`src/hdl/bgp_regs.svh`:
```
`ifndef BGP_REGS_SVH
`define BGP_REGS_SVH
// Register byte offsets
`define BGP_CTRL_OFF 12'h000
`define BGP_TARGET_OFF 12'h004
`define BGP_REFPOS_OFF 12'h008
`define BGP_OVERSHOOT_OFF 12'h00c
`define BGP_SLOWDIST_OFF 12'h010
`define BGP_STATUS_OFF 12'h014
`define BGP_POS_OFF 12'h018
`define BGP_STALL_OFF 12'h01c
`define BGP_IDENT_OFF 12'h020
// Control fields
`define BGP_CTRL_RUN 0
`define BGP_CTRL_FASTSLOW 1
`define BGP_CTRL_FAR 2
`define BGP_CTRL_STOP 3
`define BGP_CTRL_MM 4
`define BGP_CTRL_GO 5
`define BGP_CTRL_RESET 32'h0000_0000
// Defaults
`define BGP_OVERSHOOT_RST 32'h0000_2710
`define BGP_SLOWDIST_RST 32'h0000_03e8
`define BGP_STALL_RST 32'h0003_d090
// Position limits in counts of 0.01 in or 0.1 mm (999.99 in, 9999.9 mm)
`define BGP_MAX_IN 32'd99999
`define BGP_MAX_MM 32'd99999
`define BGP_OKAY 2'b00
`define BGP_SLVERR 2'b10
`endif

```
`src/hdl/bgp_pkg.sv`:
```
package bgp_pkg;
  typedef enum logic [1:0] {
    bgp_halt = 2'b00,
    bgp_fwd = 2'b01,
    bgp_rev = 2'b10
  } bgp_dir_t;
  typedef enum logic [3:0] {
    bgp_idle = 4'b0000,
    bgp_ref_start = 4'b0001,
    bgp_ref_off_fwd = 4'b0010,
    bgp_ref_seek_rev = 4'b0011,
    bgp_ref_over = 4'b0100,
    bgp_ref_wait = 4'b0101,
    bgp_ref_fwd = 4'b0110,
    bgp_move_rev = 4'b0111,
    bgp_move_fwd = 4'b1000,
    bgp_done = 4'b1001
  } bgp_state_t;
endpackage

```
`src/hdl/bgp_quad.sv`:
```
`timescale 1ns/100ps
// Synchronised 4x quadrature decoder; illegal double steps are ignored.
module bgp_quad
  import bgp_pkg::*;
(
  input wire logic mclk,
  input wire logic resetn,
  input wire logic enc_a,
  input wire logic enc_b,
  input wire logic invert,
  output logic step_up,
  output logic step_dn
);
  logic [1:0] meta;
  logic [1:0] sync;
  logic [1:0] last;
  logic [1:0] cur;
  logic [1:0] prev;
  logic [1:0] delta;
  logic [2:0] live;

  always_ff @(posedge mclk) begin
    if (!resetn) begin
      meta <= 2'h0;
      sync <= 2'h0;
    end else begin
      meta <= {enc_a, enc_b};
      sync <= meta;
    end
  end

  always_ff @(posedge mclk) begin
    if (!resetn) begin
      last <= 2'h0;
    end else begin
      last <= sync;
    end
  end

  // Gray order 00,01,11,10; convert to binary phase
  assign cur = {sync[1], sync[1] ^ sync[0]};

  assign prev = {last[1], last[1] ^ last[0]};
  assign delta = cur - prev;

  // Steps stay quiet until the last sample holds a real pin level, so a reset never fakes a count
  always_ff @(posedge mclk) begin
    if (!resetn) begin
      live <= 3'h0;
    end else begin
      live <= {live[1:0], 1'b1};
    end
  end

  always_ff @(posedge mclk) begin
    if (!resetn || !live[2]) begin
      step_up <= 1'b0;
      step_dn <= 1'b0;
    end else begin
      // Delta of 2 is an illegal jump and counts nothing
      step_up <= (delta == 2'h1) ^ (invert & (delta != 2'h2) & (delta != 2'h0));
      step_dn <= (delta == 2'h3) ^ (invert & (delta != 2'h2) & (delta != 2'h0));
    end
  end
endmodule

```
`src/hdl/bgp_outmap.sv`:
```
`timescale 1ns/100ps
// Maps the motion demand onto the four movement outputs.
module bgp_outmap
  import bgp_pkg::*;
(
  input wire logic mclk,
  input wire logic resetn,
  input wire logic fast_slow,
  input wire logic running,
  input wire logic slow,
  input wire bgp_dir_t dir,
  output logic out_forward,
  output logic out_slow,
  output logic out_reverse,
  output logic out_run
);
  always_ff @(posedge mclk) begin
    if (!resetn) begin
      out_forward <= 1'b0;
      out_slow <= 1'b0;
      out_reverse <= 1'b0;
      out_run <= 1'b0;
    end else begin
      out_reverse <= (dir == bgp_rev);
      out_run <= running && dir == bgp_fwd;
      if (fast_slow) begin
        out_forward <= dir == bgp_fwd && !(running && slow);
        out_slow <= running && slow && dir == bgp_fwd;
      end else begin
        out_forward <= dir == bgp_fwd;
        out_slow <= dir == bgp_halt || (running && slow && dir == bgp_fwd);
      end
    end
  end
endmodule

```
`src/hdl/bgp_top.sv`:
```
// Implementation choices: register access over AXI4-Lite and the placing of the registers.
`timescale 1ns/100ps
// How it works
// - Speed logic register bit picks forward-slow or fast-slow output encoding.
// - Forward-slow: fast run FOR+RUN, slow FOR+SLOW+RUN, halt SLOW only.
// - Fast-slow: fast FOR+RUN, slow SLOW+RUN, halt all off, jogs single.
// - Jogs and referencing always run at fast speed.
// - Near mode: home contact normally closed, open on or nearer than switch.
// - Far mode: home contact normally open, closed on or farther than switch.
// - Run with no reference first runs the referencing sequence.
// - Reference is captured only while travelling forward.
// - Near positive stop: drive forward, reference when stalled on the stop.
// - Far positive stop: reverse into stop, reference on first forward count.
// - Referencing loads the position counter with the reference position value.
// - Switch 4 off gives one speed, on gives two speed with slow.
// - Identity from switches 1,2,3,7; only 3 alone or 1 with 3 valid.
// - Drive and count continuously, stop drive when target reached.
// - Range up to 999.99 in or 9999.9 mm, units selectable.
// - Every quadrature edge counts: four counts per encoder line.
// - Part reset during a move finishes the move then goes to first bend.
module bgp_top
  import bgp_pkg::*;
#(
  parameter int STALL_DEFAULT = 250000
)
(
  input wire logic mclk,
  input wire logic resetn,
  input wire logic [11:0] s_axi_awaddr,
  input wire logic s_axi_awvalid,
  output logic s_axi_awready,
  input wire logic [31:0] s_axi_wdata,
  input wire logic [3:0] s_axi_wstrb,
  input wire logic s_axi_wvalid,
  output logic s_axi_wready,
  output logic [1:0] s_axi_bresp,
  output logic s_axi_bvalid,
  input wire logic s_axi_bready,
  input wire logic [11:0] s_axi_araddr,
  input wire logic s_axi_arvalid,
  output logic s_axi_arready,
  output logic [31:0] s_axi_rdata,
  output logic [1:0] s_axi_rresp,
  output logic s_axi_rvalid,
  input wire logic s_axi_rready,
  input wire logic enc_a,
  input wire logic enc_b,
  input wire logic home_in,
  input wire logic jog_fwd_in,
  input wire logic jog_rev_in,
  input wire logic run_enable_in,
  input wire logic part_reset_in,
  input wire logic identity_switch_a,
  input wire logic identity_switch_b,
  input wire logic identity_switch_c,
  input wire logic speed_switch,
  input wire logic direction_switch,
  input wire logic identity_switch_g,
  output logic out_forward,
  output logic out_slow,
  output logic out_reverse,
  output logic out_run,
  output logic first_bend_req,
  output logic referenced
);
  `include "bgp_regs.svh"

  // ----------------------------------------
  // Input synchronisers
  // ----------------------------------------
  logic [10:0] pin_meta;
  logic [10:0] pin_sync;
  always_ff @(posedge mclk) begin
    if (!resetn) begin
      pin_meta <= 11'h0;
      pin_sync <= 11'h0;
    end else begin
      pin_meta <= {home_in, jog_fwd_in, jog_rev_in, run_enable_in, part_reset_in, identity_switch_a,
                   identity_switch_b, identity_switch_c, speed_switch, direction_switch, identity_switch_g};
      pin_sync <= pin_meta;
    end
  end
  logic home_s, jogf_s, jogr_s, run_s, preset_s, two_speed;
  assign {home_s, jogf_s, jogr_s, run_s, preset_s} = pin_sync[10:6];
  assign two_speed = pin_sync[2];

  function automatic logic id_ok(input logic [10:0] p);
    id_ok = p[4] == 1'b0 && p[3] == 1'b1 && p[0] == 1'b0;
  endfunction

  // ----------------------------------------
  // Registers
  // ----------------------------------------
  logic [31:0] ctrl, target, ref_pos, overshoot, slow_dist, stall_lim;
  logic signed [31:0] pos;
  logic go_pulse;
  logic move_busy;
  logic limit_err;
  logic far_mode, pos_stop;
  assign far_mode = ctrl[`BGP_CTRL_FAR];
  assign pos_stop = ctrl[`BGP_CTRL_STOP];

  logic aw_held, w_held;
  logic [11:0] aw_addr;
  logic [31:0] w_data;
  logic [3:0] w_strb;
  assign s_axi_awready = !aw_held && !s_axi_bvalid;
  assign s_axi_wready = !w_held && !s_axi_bvalid;
  assign s_axi_arready = !s_axi_rvalid;

  function automatic logic [31:0] merge(input logic [31:0] old, input logic [31:0] d, input logic [3:0] be);
    for (int i = 0; i < 4; i++) begin
      if (be[i]) begin
        old[i*8 +: 8] = d[i*8 +: 8];
      end
    end
    merge = old;
  endfunction

  logic do_write;
  assign do_write = aw_held && w_held;

  always_ff @(posedge mclk) begin
    if (!resetn) begin
      aw_held <= 1'b0;
      w_held <= 1'b0;
      aw_addr <= 12'h0;
      w_data <= 32'h0;
      w_strb <= 4'h0;
    end else begin
      if (s_axi_awvalid && s_axi_awready) begin
        aw_held <= 1'b1;
        aw_addr <= s_axi_awaddr;
      end else if (do_write) begin
        aw_held <= 1'b0;
      end
      if (s_axi_wvalid && s_axi_wready) begin
        w_held <= 1'b1;
        w_data <= s_axi_wdata;
        w_strb <= s_axi_wstrb;
      end else if (do_write) begin
        w_held <= 1'b0;
      end
    end
  end

  always_ff @(posedge mclk) begin
    if (!resetn) begin
      s_axi_bvalid <= 1'b0;
      s_axi_bresp <= `BGP_OKAY;
    end else if (do_write) begin
      s_axi_bvalid <= 1'b1;
      case (aw_addr)
        `BGP_CTRL_OFF, `BGP_TARGET_OFF, `BGP_REFPOS_OFF, `BGP_OVERSHOOT_OFF, `BGP_SLOWDIST_OFF,
        `BGP_STALL_OFF: s_axi_bresp <= `BGP_OKAY;
        default: s_axi_bresp <= `BGP_SLVERR;
      endcase
    end else if (s_axi_bready) begin
      s_axi_bvalid <= 1'b0;
    end
  end

  always_ff @(posedge mclk) begin
    if (!resetn) begin
      ctrl <= `BGP_CTRL_RESET;
      target <= 32'h0;
      ref_pos <= 32'h0;
      overshoot <= `BGP_OVERSHOOT_RST;
      slow_dist <= `BGP_SLOWDIST_RST;
      stall_lim <= 32'(STALL_DEFAULT);
      go_pulse <= 1'b0;
    end else begin
      go_pulse <= 1'b0;
      if (do_write) begin
        case (aw_addr)
          `BGP_CTRL_OFF: begin
            ctrl <= merge(ctrl, w_data, w_strb);
            go_pulse <= w_strb[0] & w_data[`BGP_CTRL_GO];
          end
          `BGP_TARGET_OFF: target <= merge(target, w_data, w_strb);
          `BGP_REFPOS_OFF: ref_pos <= merge(ref_pos, w_data, w_strb);
          `BGP_OVERSHOOT_OFF: overshoot <= merge(overshoot, w_data, w_strb);
          `BGP_SLOWDIST_OFF: slow_dist <= merge(slow_dist, w_data, w_strb);
          `BGP_STALL_OFF: stall_lim <= merge(stall_lim, w_data, w_strb);
          default: ;
        endcase
      end
    end
  end

  always_ff @(posedge mclk) begin
    if (!resetn) begin
      s_axi_rvalid <= 1'b0;
      s_axi_rdata <= 32'h0;
      s_axi_rresp <= `BGP_OKAY;
    end else if (s_axi_arvalid && s_axi_arready) begin
      s_axi_rvalid <= 1'b1;
      s_axi_rresp <= `BGP_OKAY;
      case (s_axi_araddr)
        `BGP_CTRL_OFF: s_axi_rdata <= ctrl;
        `BGP_TARGET_OFF: s_axi_rdata <= target;
        `BGP_REFPOS_OFF: s_axi_rdata <= ref_pos;
        `BGP_OVERSHOOT_OFF: s_axi_rdata <= overshoot;
        `BGP_SLOWDIST_OFF: s_axi_rdata <= slow_dist;
        `BGP_STATUS_OFF: s_axi_rdata <= {27'h0, limit_err, home_s, move_busy, referenced, id_ok(pin_sync)};
        `BGP_POS_OFF: s_axi_rdata <= pos;
        `BGP_STALL_OFF: s_axi_rdata <= stall_lim;
        `BGP_IDENT_OFF: s_axi_rdata <= {28'h0, pin_sync[0], pin_sync[3], pin_sync[4], pin_sync[5]};
        default: begin
          s_axi_rdata <= 32'h0;
          s_axi_rresp <= `BGP_SLVERR;
        end
      endcase
    end else if (s_axi_rready) begin
      s_axi_rvalid <= 1'b0;
    end
  end

  // ----------------------------------------
  // Position counting
  // ----------------------------------------
  logic step_up, step_dn;
  bgp_quad u_quad (
    .mclk(mclk),
    .resetn(resetn),
    .enc_a(enc_a),
    .enc_b(enc_b),
    .invert(pin_sync[1]),
    .step_up(step_up),
    .step_dn(step_dn)
  );
  logic load_ref;
  always_ff @(posedge mclk) begin
    if (!resetn) begin
      pos <= 32'sh0;
    end else if (load_ref) begin
      pos <= signed'(ref_pos);
    end else if (step_up) begin
      pos <= pos + 32'sh1;
    end else if (step_dn) begin
      pos <= pos - 32'sh1; // Forward travel counts toward the reference point
    end
  end

  // Stall timer: no count for stall_lim cycles means the gauge is at rest
  logic [31:0] still_cnt;
  logic stalled;
  logic stall_clr;
  always_ff @(posedge mclk) begin
    if (!resetn || step_up || step_dn || stall_clr) begin
      still_cnt <= 32'h0;
    end else if (still_cnt != stall_lim) begin
      still_cnt <= still_cnt + 32'h1;
    end
  end
  assign stalled = still_cnt == stall_lim;

  // ----------------------------------------
  // Sequencer
  // ----------------------------------------
  bgp_state_t state;
  bgp_dir_t dir;
  logic slow_now, pending_reset, home_last;
  logic signed [31:0] goal, limit;
  // A high pin is a closed contact: behind the switch in near mode, on or beyond it in far mode
  logic home_closed;
  assign home_closed = home_s;
  logic home_release;
  assign home_release = home_last && !home_closed;
  assign limit = ctrl[`BGP_CTRL_MM] ? signed'(`BGP_MAX_MM) : signed'(`BGP_MAX_IN);
  assign load_ref = (state == bgp_ref_fwd) && dir == bgp_fwd &&
                    (pos_stop ? (far_mode ? step_dn : stalled) : home_release);
  assign move_busy = state != bgp_idle && state != bgp_done;
  // A count left over from a long rest must not pass for a stall at the start of a seek
  assign stall_clr = state == bgp_ref_start;

  always_ff @(posedge mclk) begin
    if (!resetn) begin
      home_last <= 1'b0;
    end else begin
      home_last <= home_closed;
    end
  end

  always_ff @(posedge mclk) begin
    if (!resetn) begin
      state <= bgp_idle;
      referenced <= 1'b0;
      goal <= 32'sh0;
      pending_reset <= 1'b0;
      first_bend_req <= 1'b0;
      limit_err <= 1'b0;
    end else begin
      first_bend_req <= 1'b0;
      if (preset_s && move_busy) begin
        pending_reset <= 1'b1;
      end
      if (!run_s || !ctrl[`BGP_CTRL_RUN]) begin
        state <= bgp_idle;
      end else begin
        case (state)
          bgp_idle, bgp_done: begin
            if (go_pulse || (state == bgp_idle && !referenced)) begin
              limit_err <= signed'(target) > limit;
              goal <= signed'(target);
              state <= referenced ? bgp_move_rev : bgp_ref_start;
            end
          end
          bgp_ref_start: begin
            if (pos_stop) begin
              state <= far_mode ? bgp_ref_seek_rev : bgp_ref_fwd;
            end else begin
              state <= home_closed ? (far_mode ? bgp_ref_off_fwd : bgp_ref_fwd) : bgp_ref_seek_rev;
            end
          end
          bgp_ref_off_fwd: if (!home_closed) state <= bgp_ref_seek_rev;
          bgp_ref_seek_rev: begin
            if (pos_stop ? stalled : home_closed) begin
              goal <= pos + signed'(overshoot);
              state <= pos_stop ? bgp_ref_fwd : bgp_ref_over;
            end
          end
          bgp_ref_over: if (pos >= goal) state <= bgp_ref_wait;
          bgp_ref_wait: if (stalled) state <= bgp_ref_fwd;
          bgp_ref_fwd: begin
            if (load_ref) begin
              referenced <= 1'b1;
              goal <= signed'(target);
              state <= bgp_move_rev;
            end
          end
          bgp_move_rev: begin
            // Targets are always approached forward to take up backlash
            if (pos > goal + signed'(overshoot)) state <= bgp_move_fwd;
          end
          bgp_move_fwd: begin
            if (pos <= goal) begin
              state <= bgp_done;
              first_bend_req <= pending_reset;
              // A part reset in this very cycle wins and carries over to the next move
              pending_reset <= preset_s;
            end
          end
          default: state <= bgp_idle;
        endcase
      end
    end
  end

  // Direction and speed demand
  always_comb begin
    dir = bgp_halt;
    slow_now = 1'b0;
    case (state)
      bgp_ref_off_fwd, bgp_ref_fwd: dir = bgp_fwd;
      bgp_ref_seek_rev, bgp_ref_over: dir = bgp_rev;
      bgp_move_rev: dir = bgp_rev;
      bgp_move_fwd: begin
        dir = bgp_fwd;
        slow_now = two_speed && (pos - goal) <= signed'(slow_dist);
      end
      bgp_idle: begin
        if (!ctrl[`BGP_CTRL_RUN] && jogf_s && !jogr_s) dir = bgp_fwd;
        if (!ctrl[`BGP_CTRL_RUN] && jogr_s && !jogf_s) dir = bgp_rev;
      end
      default: dir = bgp_halt;
    endcase
  end

  logic running;
  assign running = state == bgp_move_fwd || state == bgp_move_rev;

  bgp_outmap u_outmap (
    .mclk(mclk),
    .resetn(resetn),
    .fast_slow(ctrl[`BGP_CTRL_FASTSLOW]),
    .running(running),
    .slow(slow_now),
    .dir(dir),
    .out_forward(out_forward),
    .out_slow(out_slow),
    .out_reverse(out_reverse),
    .out_run(out_run)
  );
endmodule

```
`config.mk`:
```
export PLATFORM = sky130hd
export DESIGN_NAME = bgp_top
export DESIGN_NICKNAME = d
export VERILOG_FILES = /design/src/hdl/bgp_pkg.sv /design/src/hdl/bgp_quad.sv /design/src/hdl/bgp_outmap.sv /design/src/hdl/bgp_top.sv
export VERILOG_INCLUDE_DIRS = /design/src /design/src/hdl
export SDC_FILE = /design/constraint.sdc
export NUM_CORES = 1
export LEC_CHECK = 0
export BUFFER_PORTS_ARGS = -buffer_cell sky130_fd_sc_hd__buf_2
export CELL_PAD_IN_SITES_DETAIL_PLACEMENT = 1
export CELL_PAD_IN_SITES_GLOBAL_PLACEMENT = 1
export CORE_MARGIN = 1.5
export CORE_UTILIZATION = 36
export CTS_CLUSTER_DIAMETER = 100
export DETAILED_ROUTE_END_ITERATION = 8
export GPL_TIMING_DRIVEN = 0
export PLACE_DENSITY = 0.75
export SLEW_MARGIN = 20
export SYNTH_ARGS = -nofsm -noshare
export SYNTH_HDL_FRONTEND = slang
export SYNTH_HIERARCHICAL = 1
export SYNTH_SLANG_ARGS = --single-unit
```
`constraint.sdc`:
```
create_clock -name mclk -period 4.56 [get_ports mclk]
set_input_delay 0.912 -clock mclk [delete_from_list [all_inputs] [get_ports mclk]]
set_output_delay 0.912 -clock mclk [all_outputs]
set_load 0.03 [all_outputs]
```
==> results.json, run 1 <==
{
  "final_common_cell": "dfxtp_1",
  "power_density_nw_per_um2": 318,
  "cts.reportedPaths.clkPinSlew_ps": 60,
  "drcViolationCount": 0,
  "place_ws_ps": -2260,
  "worstPathArrival_ps": 5600,
  "setup_viol": 5,
  "synth_top_family_by_area": "compound AO/OA/AOI/OAI gates",
  "async_flop_share_pct": 0,
  "status": "finished, violations left",
  "timing.hold.ws_ps": 432,
  "fin_area_um2": 29400,
  "die_x_um": 267,
  "clock_sinks": 421,
  "finalNetCount": 3530,
  "finalWorstSetupSlack_ps": -520,
  "die_h_um": 267,
  "required_ps": 5080,
  "cp_max_fo": 3,
  "synthDistinctLibCells": 92,
  "ys_ff_latch": 421,
  "fp.coreArea_um2": 68700,
  "tightest_slew_ps": 1140,
  "rows": 96,
  "crit_type": "reg2reg",
  "hpwlAfterDp_um": 79600,
  "fill_cells": 8333,
  "synth_edf_count": 0,
  "p_leak_nw": 11.8,
  "dieArea_um2": 71100,
  "globalRoute.busiestLayer": "met2",
  "track_usage_pct": 27.8,
  "layout-drive-gt1-share_pct": 13.9,
  "vias": 24200,
  "endpoint_kind": "register",
  "yosys.area_share.simple_pct": 18.3,
  "cts_tree": "built",
  "cts-root-buf": "clkbuf_16",
  "fmax_ghz": 0.197,
  "htree_levels": 2,
  "start_util_pct": 36.4,
  "grt_max_degree": 32,
  "muxShareOfSynthArea_pct": 7.13,
  "tns_ps": -1290,
  "areaGrowthSynthToFinish_pct": 17.7,
  "drt_pass1_iterations": 7,
  "cts.path.max_buffers": 3,
  "grt_pass1_vias": 24500,
  "place_area_um2": 26900,
  "place.port_buffers": 123,
  "clk_latency_ps": 610,
  "synth_seq_area_share_pct": 33.7,
  "yosys.area_share.xor_xnor_pct": 5.92,
  "yosys_most_used_dff": "dfxtp_1",
  "final_cell_mix": "387 x dfxtp_1, 329 x nor2_1, 309 x nand2_1",
  "post-route-period-util_pct": 111,
  "ant_nets": 0,
  "violations": "negative setup slack",
  "met3_usage_pct": 2.80,
  "use_met1_pct": 36.0,
  "critPathLaunchType": "register",
  "use_met2_pct": 46.0,
  "synth_adder_area_share_pct": 9.82,
  "io_pins": 127,
  "hp-class": "reg2reg",
  "numCtsBuffers": 44,
  "vias_per_cell": 5.73,
  "overflow": 0,
  "synth_compound_area_share_pct": 20.9,
  "peakVddDrop_v": 0.000304,
  "drt-initial-drc-count": 1908,
  "drv_cap": 0,
  "slew_viol_final": 0,
  "syn_inst": 3029,
  "routabilityCongestion": 0.958,
  "wl_um": 101000,
  "finalHoldViolCount": 0,
  "synth_area_per_cell_um2": 8.26,
  "ctsHoldBuffers": 0,
  "slew_headroom_pct": 24.1,
  "rsz0062_at_grt": "true",
  "grt_pass1_wl_um": 149000,
  "antenna_found_initial": 2,
  "fin_skew_ps": 21.2,
  "yosysWarnings": 6,
  "synth_area_um2": 25000,
  "period_needed_ps": 5080,
  "wire_per_inst_um": 24.0
}
-- Yosys cell counts (15+ instances only) --
cell      count  area [um^2]
nor2b_1      17          106
o211ai_1     24          180
a21oi_1     239         1200
nor4_1       24          150
o21bai_1     17          128
a22oi_1      42          315
ha_1        190         2380
clkbuf_1    109          409
a31oi_1      63          394
buf_2        15         75.1
a211oi_1     32          240
o21a_1       22          165
a222oi_1     32          320
or3_1        24          150
xnor2_1      92          806
and3_1       23          144
nand3_1      68          340
and2_1       36          225
nand2b_1     17          106
nand4_1      42          263
dfxtp_1     421         8430
nand2_1     309         1160
inv_1       128          480
o21ai_0     146          731
xor2_1       77          674
nor2_1      334         1250
a21o_1       45          338
mux2i_1     177         1770
nor3_1       56          280
a221oi_1     34          298
-- layer usage --
metal / share of wire (%) / wire (um)
met1: 43 / 43500
met2: 46 / 46200
met3: 5.9 / 6000
met4: 5.7 / 5760
met5: 0 / 0
-- worst max-delay path, cell delays in order, from the launching register on --
cell      delay [ps]
dfxtp_2          360
inv_4             60
ha_4             230
nor2b_4          130
o31a_1           270
o21bai_2         190
a21oi_2           90
o22ai_2          190
buf_6            140
o21ba_4          170
o211ai_1         120
buf_4            170
a2111o_1         350
nand4_1          120
ha_1             160
nand4_1          210
nor3_4           230
nor4b_4          310
nand3_2          160
o21bai_4         230
nand4_1          190
mux2i_4          400
o211a_1          230
nand3_2           90
a211oi_2         180
-- where the power goes --
part           internal [mW]  switching, mW  total [mW]
sequential              3.75          0.114        3.86
clock                   2.18           1.65        3.83
combinational          0.695          0.982        1.68
-- sequential cells by signal, summed over array words and instances (netlist names), 2 cells and up --
register,count
ctrl,32
goal,32
overshoot,32
pos,32
ref_pos,32
s_axi_rdata,32
slow_dist,32
stall_lim,32
still_cnt,32
target,32
w_data,32
aw_addr,12
pin_meta,11
pin_sync,11
state,4
w_strb,4
u_quad/live,3
u_quad/last,2
u_quad/meta,2
u_quad/sync,2
-- through the flow --
step,power (mW),instances,util [%]
detailed placement,5.34,4087,39.1
floorplan,4.83,3030,-
global placement,5.31,4084,39.0
global route,9.69,4221,42.9
finish,9.37,4222,42.9
CTS,9.28,4198,42.3
-- cells by family (layout without fill, tap and decap cells) --
kind of cell,Yosys count,in the layout
other,1,3
adders and majority gates,194,194
and+or+nand+nor,1000,1000
xor gates and xnor gates,169,169
muxes,178,178
AOI/OAI and AO/OA,798,798
buffers and inverters,268,528
DFF,421,421
-- repair_timing --
| item | 4_1_cts | 5_1_grt |
|---|---|---|
| pin swaps | 45 | 41 |
| cloned | 0 | 1 |
| setup buffers | 32 | 22 |
| endpoints found under the setup margin | 6 | 7 |
| resized for setup | 91 | 66 |
-- final timing paths --
kind / slack, ps / from / depth (start not counted) / to
worst min-delay path: 430 / pin_meta[10] / 1 / pin_sync[10]
worst min register to register: 430 / pin_meta[10] / 1 / pin_sync[10]
worst max register to register: -520 / goal[1] / 24 / u_outmap/out_slow
worst max-delay path: -520 / goal[1] / 24 / u_outmap/out_slow
-- final cells by class --
cell class | instances | area [um^2] | area share, %
Multi-Input combinational cell | 2341 | 16100 | 54.7
Sequential cell | 421 | 8490 | 28.8
Clock inverter | 20 | 282 | 0.956
Timing Repair Buffer | 180 | 1050 | 3.56
Buffer | 139 | 599 | 2.04
Inverter | 128 | 489 | 1.66
Clock buffer | 60 | 1250 | 4.25
Timing Repair inverter | 1 | 7.51 | 0.0255
Tap cell | 931 | 1160 | 3.96
Antenna cell | 1 | 2.50 | 0.00850
Note: power is estimated with default switching activity, not from simulation.
==> run 2: changes to the inputs <==
--- a/config.mk
+++ b/config.mk
@@ -18,5 +18,4 @@
 export SLEW_MARGIN = 20
 export SYNTH_ARGS = -nofsm -noshare
 export SYNTH_HDL_FRONTEND = slang
-export SYNTH_HIERARCHICAL = 1
 export SYNTH_SLANG_ARGS = --single-unit
==> results.json, run 2 <==
{
  "status": "finished, violations left",
  "violations": "negative setup slack",
  "crit_family": "simple AND/OR/NAND/NOR gates",
  "layout-drive-gt1-share_pct": 13.4,
  "start_util_pct": 36.3,
  "drt_pass1_iterations": 8,
  "place.port_buffers": 124,
  "fp.coreArea_um2": 68500,
  "min_delay_path_depth": 1,
  "synth.most_common_cell": "dfxtp_1",
  "fmax_ghz": 0.212,
  "slowest_delay_ps": 430,
  "slew_viol_final": 0,
  "fin_skew_ps": 13.7,
  "n_antenna_cell": 0,
  "required_ps": 5080,
  "rows": 96,
  "finalNetCount": 3489,
  "grt_pass1_vias": 24400,
  "r2r_setup_slack_ps": -150,
  "synth_top_area_cell": "dfxtp_1",
  "ctsHoldBuffers": 0,
  "finalHoldViolCount": 0,
  "crit_chain": "ha_4 -> nand2_1 -> o21ai_2 -> a221oi_4 -> o311ai_4 -> nand4_1 -> a31o_2 -> a21oi_2 -> o41a_1 -> a311oi_2 -> xnor2_2 -> ha_4 -> nand4_1 -> nor4_4 -> nor2_1 -> or4_1 -> and3_4 -> and3_4 -> nor3_2",
  "clk_latency_ps": 600,
  "synth_seq_area_share_pct": 33.9,
  "async_flop_share_pct": 0,
  "p_total_mw": 9.31,
  "power_density_nw_per_um2": 317,
  "wire_per_inst_um": 24.9,
  "drt-initial-drc-count": 2336,
  "post-route-period-util_pct": 103,
  "postLayoutCoreUtil_pct": 42.9,
  "grt_pass1_wl_um": 151000,
  "endpoint_kind": "register",
  "slew_headroom_pct": 23.2,
  "drv_cap": 0,
  "synth_area_leaders": "dfxtp_1 34%, ha_1 9.6%, mux2i_1 7.7%",
  "cts-root-buf": "clkbuf_16",
  "peakVddDrop_v": 0.000324,
  "cp_max_fo": 5,
  "synth.top_cell.area_share_pct": 33.9,
  "tightest_slew_ps": 1150,
  "vias_per_cell": 5.96,
  "die_x_um": 266,
  "cts.path.max_buffers": 3,
  "crit_type": "reg2reg",
  "finalWorstSetupSlack_ps": -149,
  "worstPathArrival_ps": 5230,
  "routabilityCongestion": 0.951,
  "tns_ps": -403,
  "overflow": 0,
  "wl_um": 103000,
  "final_cell_mix": "399 x nor2_1, 378 x dfxtp_1, 297 x nand2_1",
  "grt_max_degree": 18,
  "yosysWarnings": 0,
  "cts_tree": "built",
  "cts.reportedPaths.clkPinSlew_ps": 60,
  "drcViolationCount": 0,
  "period_needed_ps": 4710,
  "p_leak_nw": 11.7,
  "crit_cells": 19,
  "io_pins": 127,
  "track_usage_pct": 28.5,
  "rsz0062_at_grt": "true",
  "synth_edf_count": 0,
  "areaGrowthSynthToFinish_pct": 18.2,
  "critPathLaunchType": "register",
  "vias": 24600,
  "synth_area_um2": 24800,
  "numCtsBuffers": 46,
  "die_h_um": 266,
  "final_common_cell": "nor2_1",
  "dieArea_um2": 70600,
  "clock_sinks": 421,
  "synth_area_per_cell_um2": 8.27,
  "antenna_found_initial": 0,
  "htree_levels": 2,
  "hpwlAfterDp_um": 80700,
  "critPathBufInv": 0,
  "hp-class": "reg2reg",
  "synthDistinctLibCells": 81,
  "setup_viol": 4,
  "synth_common_cells": "421 x dfxtp_1, 406 x nor2_1, 297 x nand2_1",
  "yosys_most_used_dff": "dfxtp_1",
  "ant_nets": 0,
  "crit_slowest_cell": "dfxtp_2",
  "syn_inst": 3001,
  "reg2regPathDepth": 19,
  "ys_ff_latch": 421
}
run 2: path summary, 6_finish.rpt:
kind	start	to
setup / recovery	overshoot[9]	state[2]
hold / removal	pin_meta[2]	pin_sync[2]
setup reg to reg	overshoot[9]	state[2]
hold reg to reg	pin_meta[2]	pin_sync[2]
run 2: repair_timing:
item,in CTS,in global routing
setup endpoints to repair,7,9
setup buffers,24,15
cloned,1,0
pin swaps,46,32
gates resized for setup,146,66
run 2: area by class of cell:
cell class	count	area, um^2
plain buffers	131	529
clock buffers	65	1380
clock inverters	19	194
fillers	8162	39100
inverters	102	387
multi-input cells	2346	16300
flip-flops and latches	421	8530
well taps	882	1100
repair buffers	166	948
repair inverters	1	5.00
run 2: worst reg2reg max path: stages (launching register included):
cell      delay [ps]
dfxtp_2          430
ha_4             260
nand2_1          120
o21ai_2          100
a221oi_4         330
o311ai_4         180
nand4_1          160
a31o_2           200
a21oi_2           60
o41a_1           410
a311oi_2         290
xnor2_2          190
ha_4             340
nand4_1          220
nor4_4           300
nor2_1           100
or4_1            420
and3_4           210
and3_4           170
nor3_2           130
run 2: per-layer routing:
layer  part of all wire [%]  vias up  wire, um  GRT usage [%]
li1                       -    11200         -              -
met1                     43    12200     44700           37.8
met2                     44      967     45400           45.0
met3                    6.9      266      7100           4.05
met4                    5.6        0      5810           14.3
met5                      0        -         0              0
run 2: kinds of logic (layout without fill, tap and decap cells):
group                    Yosys count  in the layout  share of synthesized area [%]
AO/OA/AOI/OAI                    773            773                           20.2
XOR/XNOR                         167            167                           5.89
adder cells (fa/ha/maj)          194            194                           9.90
buffers and inverters            235            484                           3.70
flip-flops                       421            421                           33.9
multiplexers                     193            193                           7.79
other                              1              2                         0.0151
AND/OR/NAND/NOR                 1017           1017                           18.5
run 2: per-stage QoR:
stage | setup WS (ps) | hold slack (ps) | cells | area [um^2]
floorplan | 229 | 412 | 3002 | 24800
global placement | -1210 | 413 | 4008 | 26600
detailed placement | -1370 | 421 | 4010 | 26600
CTS | -4.62 | 430 | 4118 | 29000
global route | -267 | 442 | 4133 | 29400
finish | -149 | 431 | 4133 | 29400
run 2: where the power goes:
part           switching (mW)  leakage [nW]  internal [mW]  total, mW
Sequential             0.0937          3.43           3.72       3.82
Clock                    1.68         0.779           2.24       3.92
Combinational           0.943          7.48          0.632       1.58
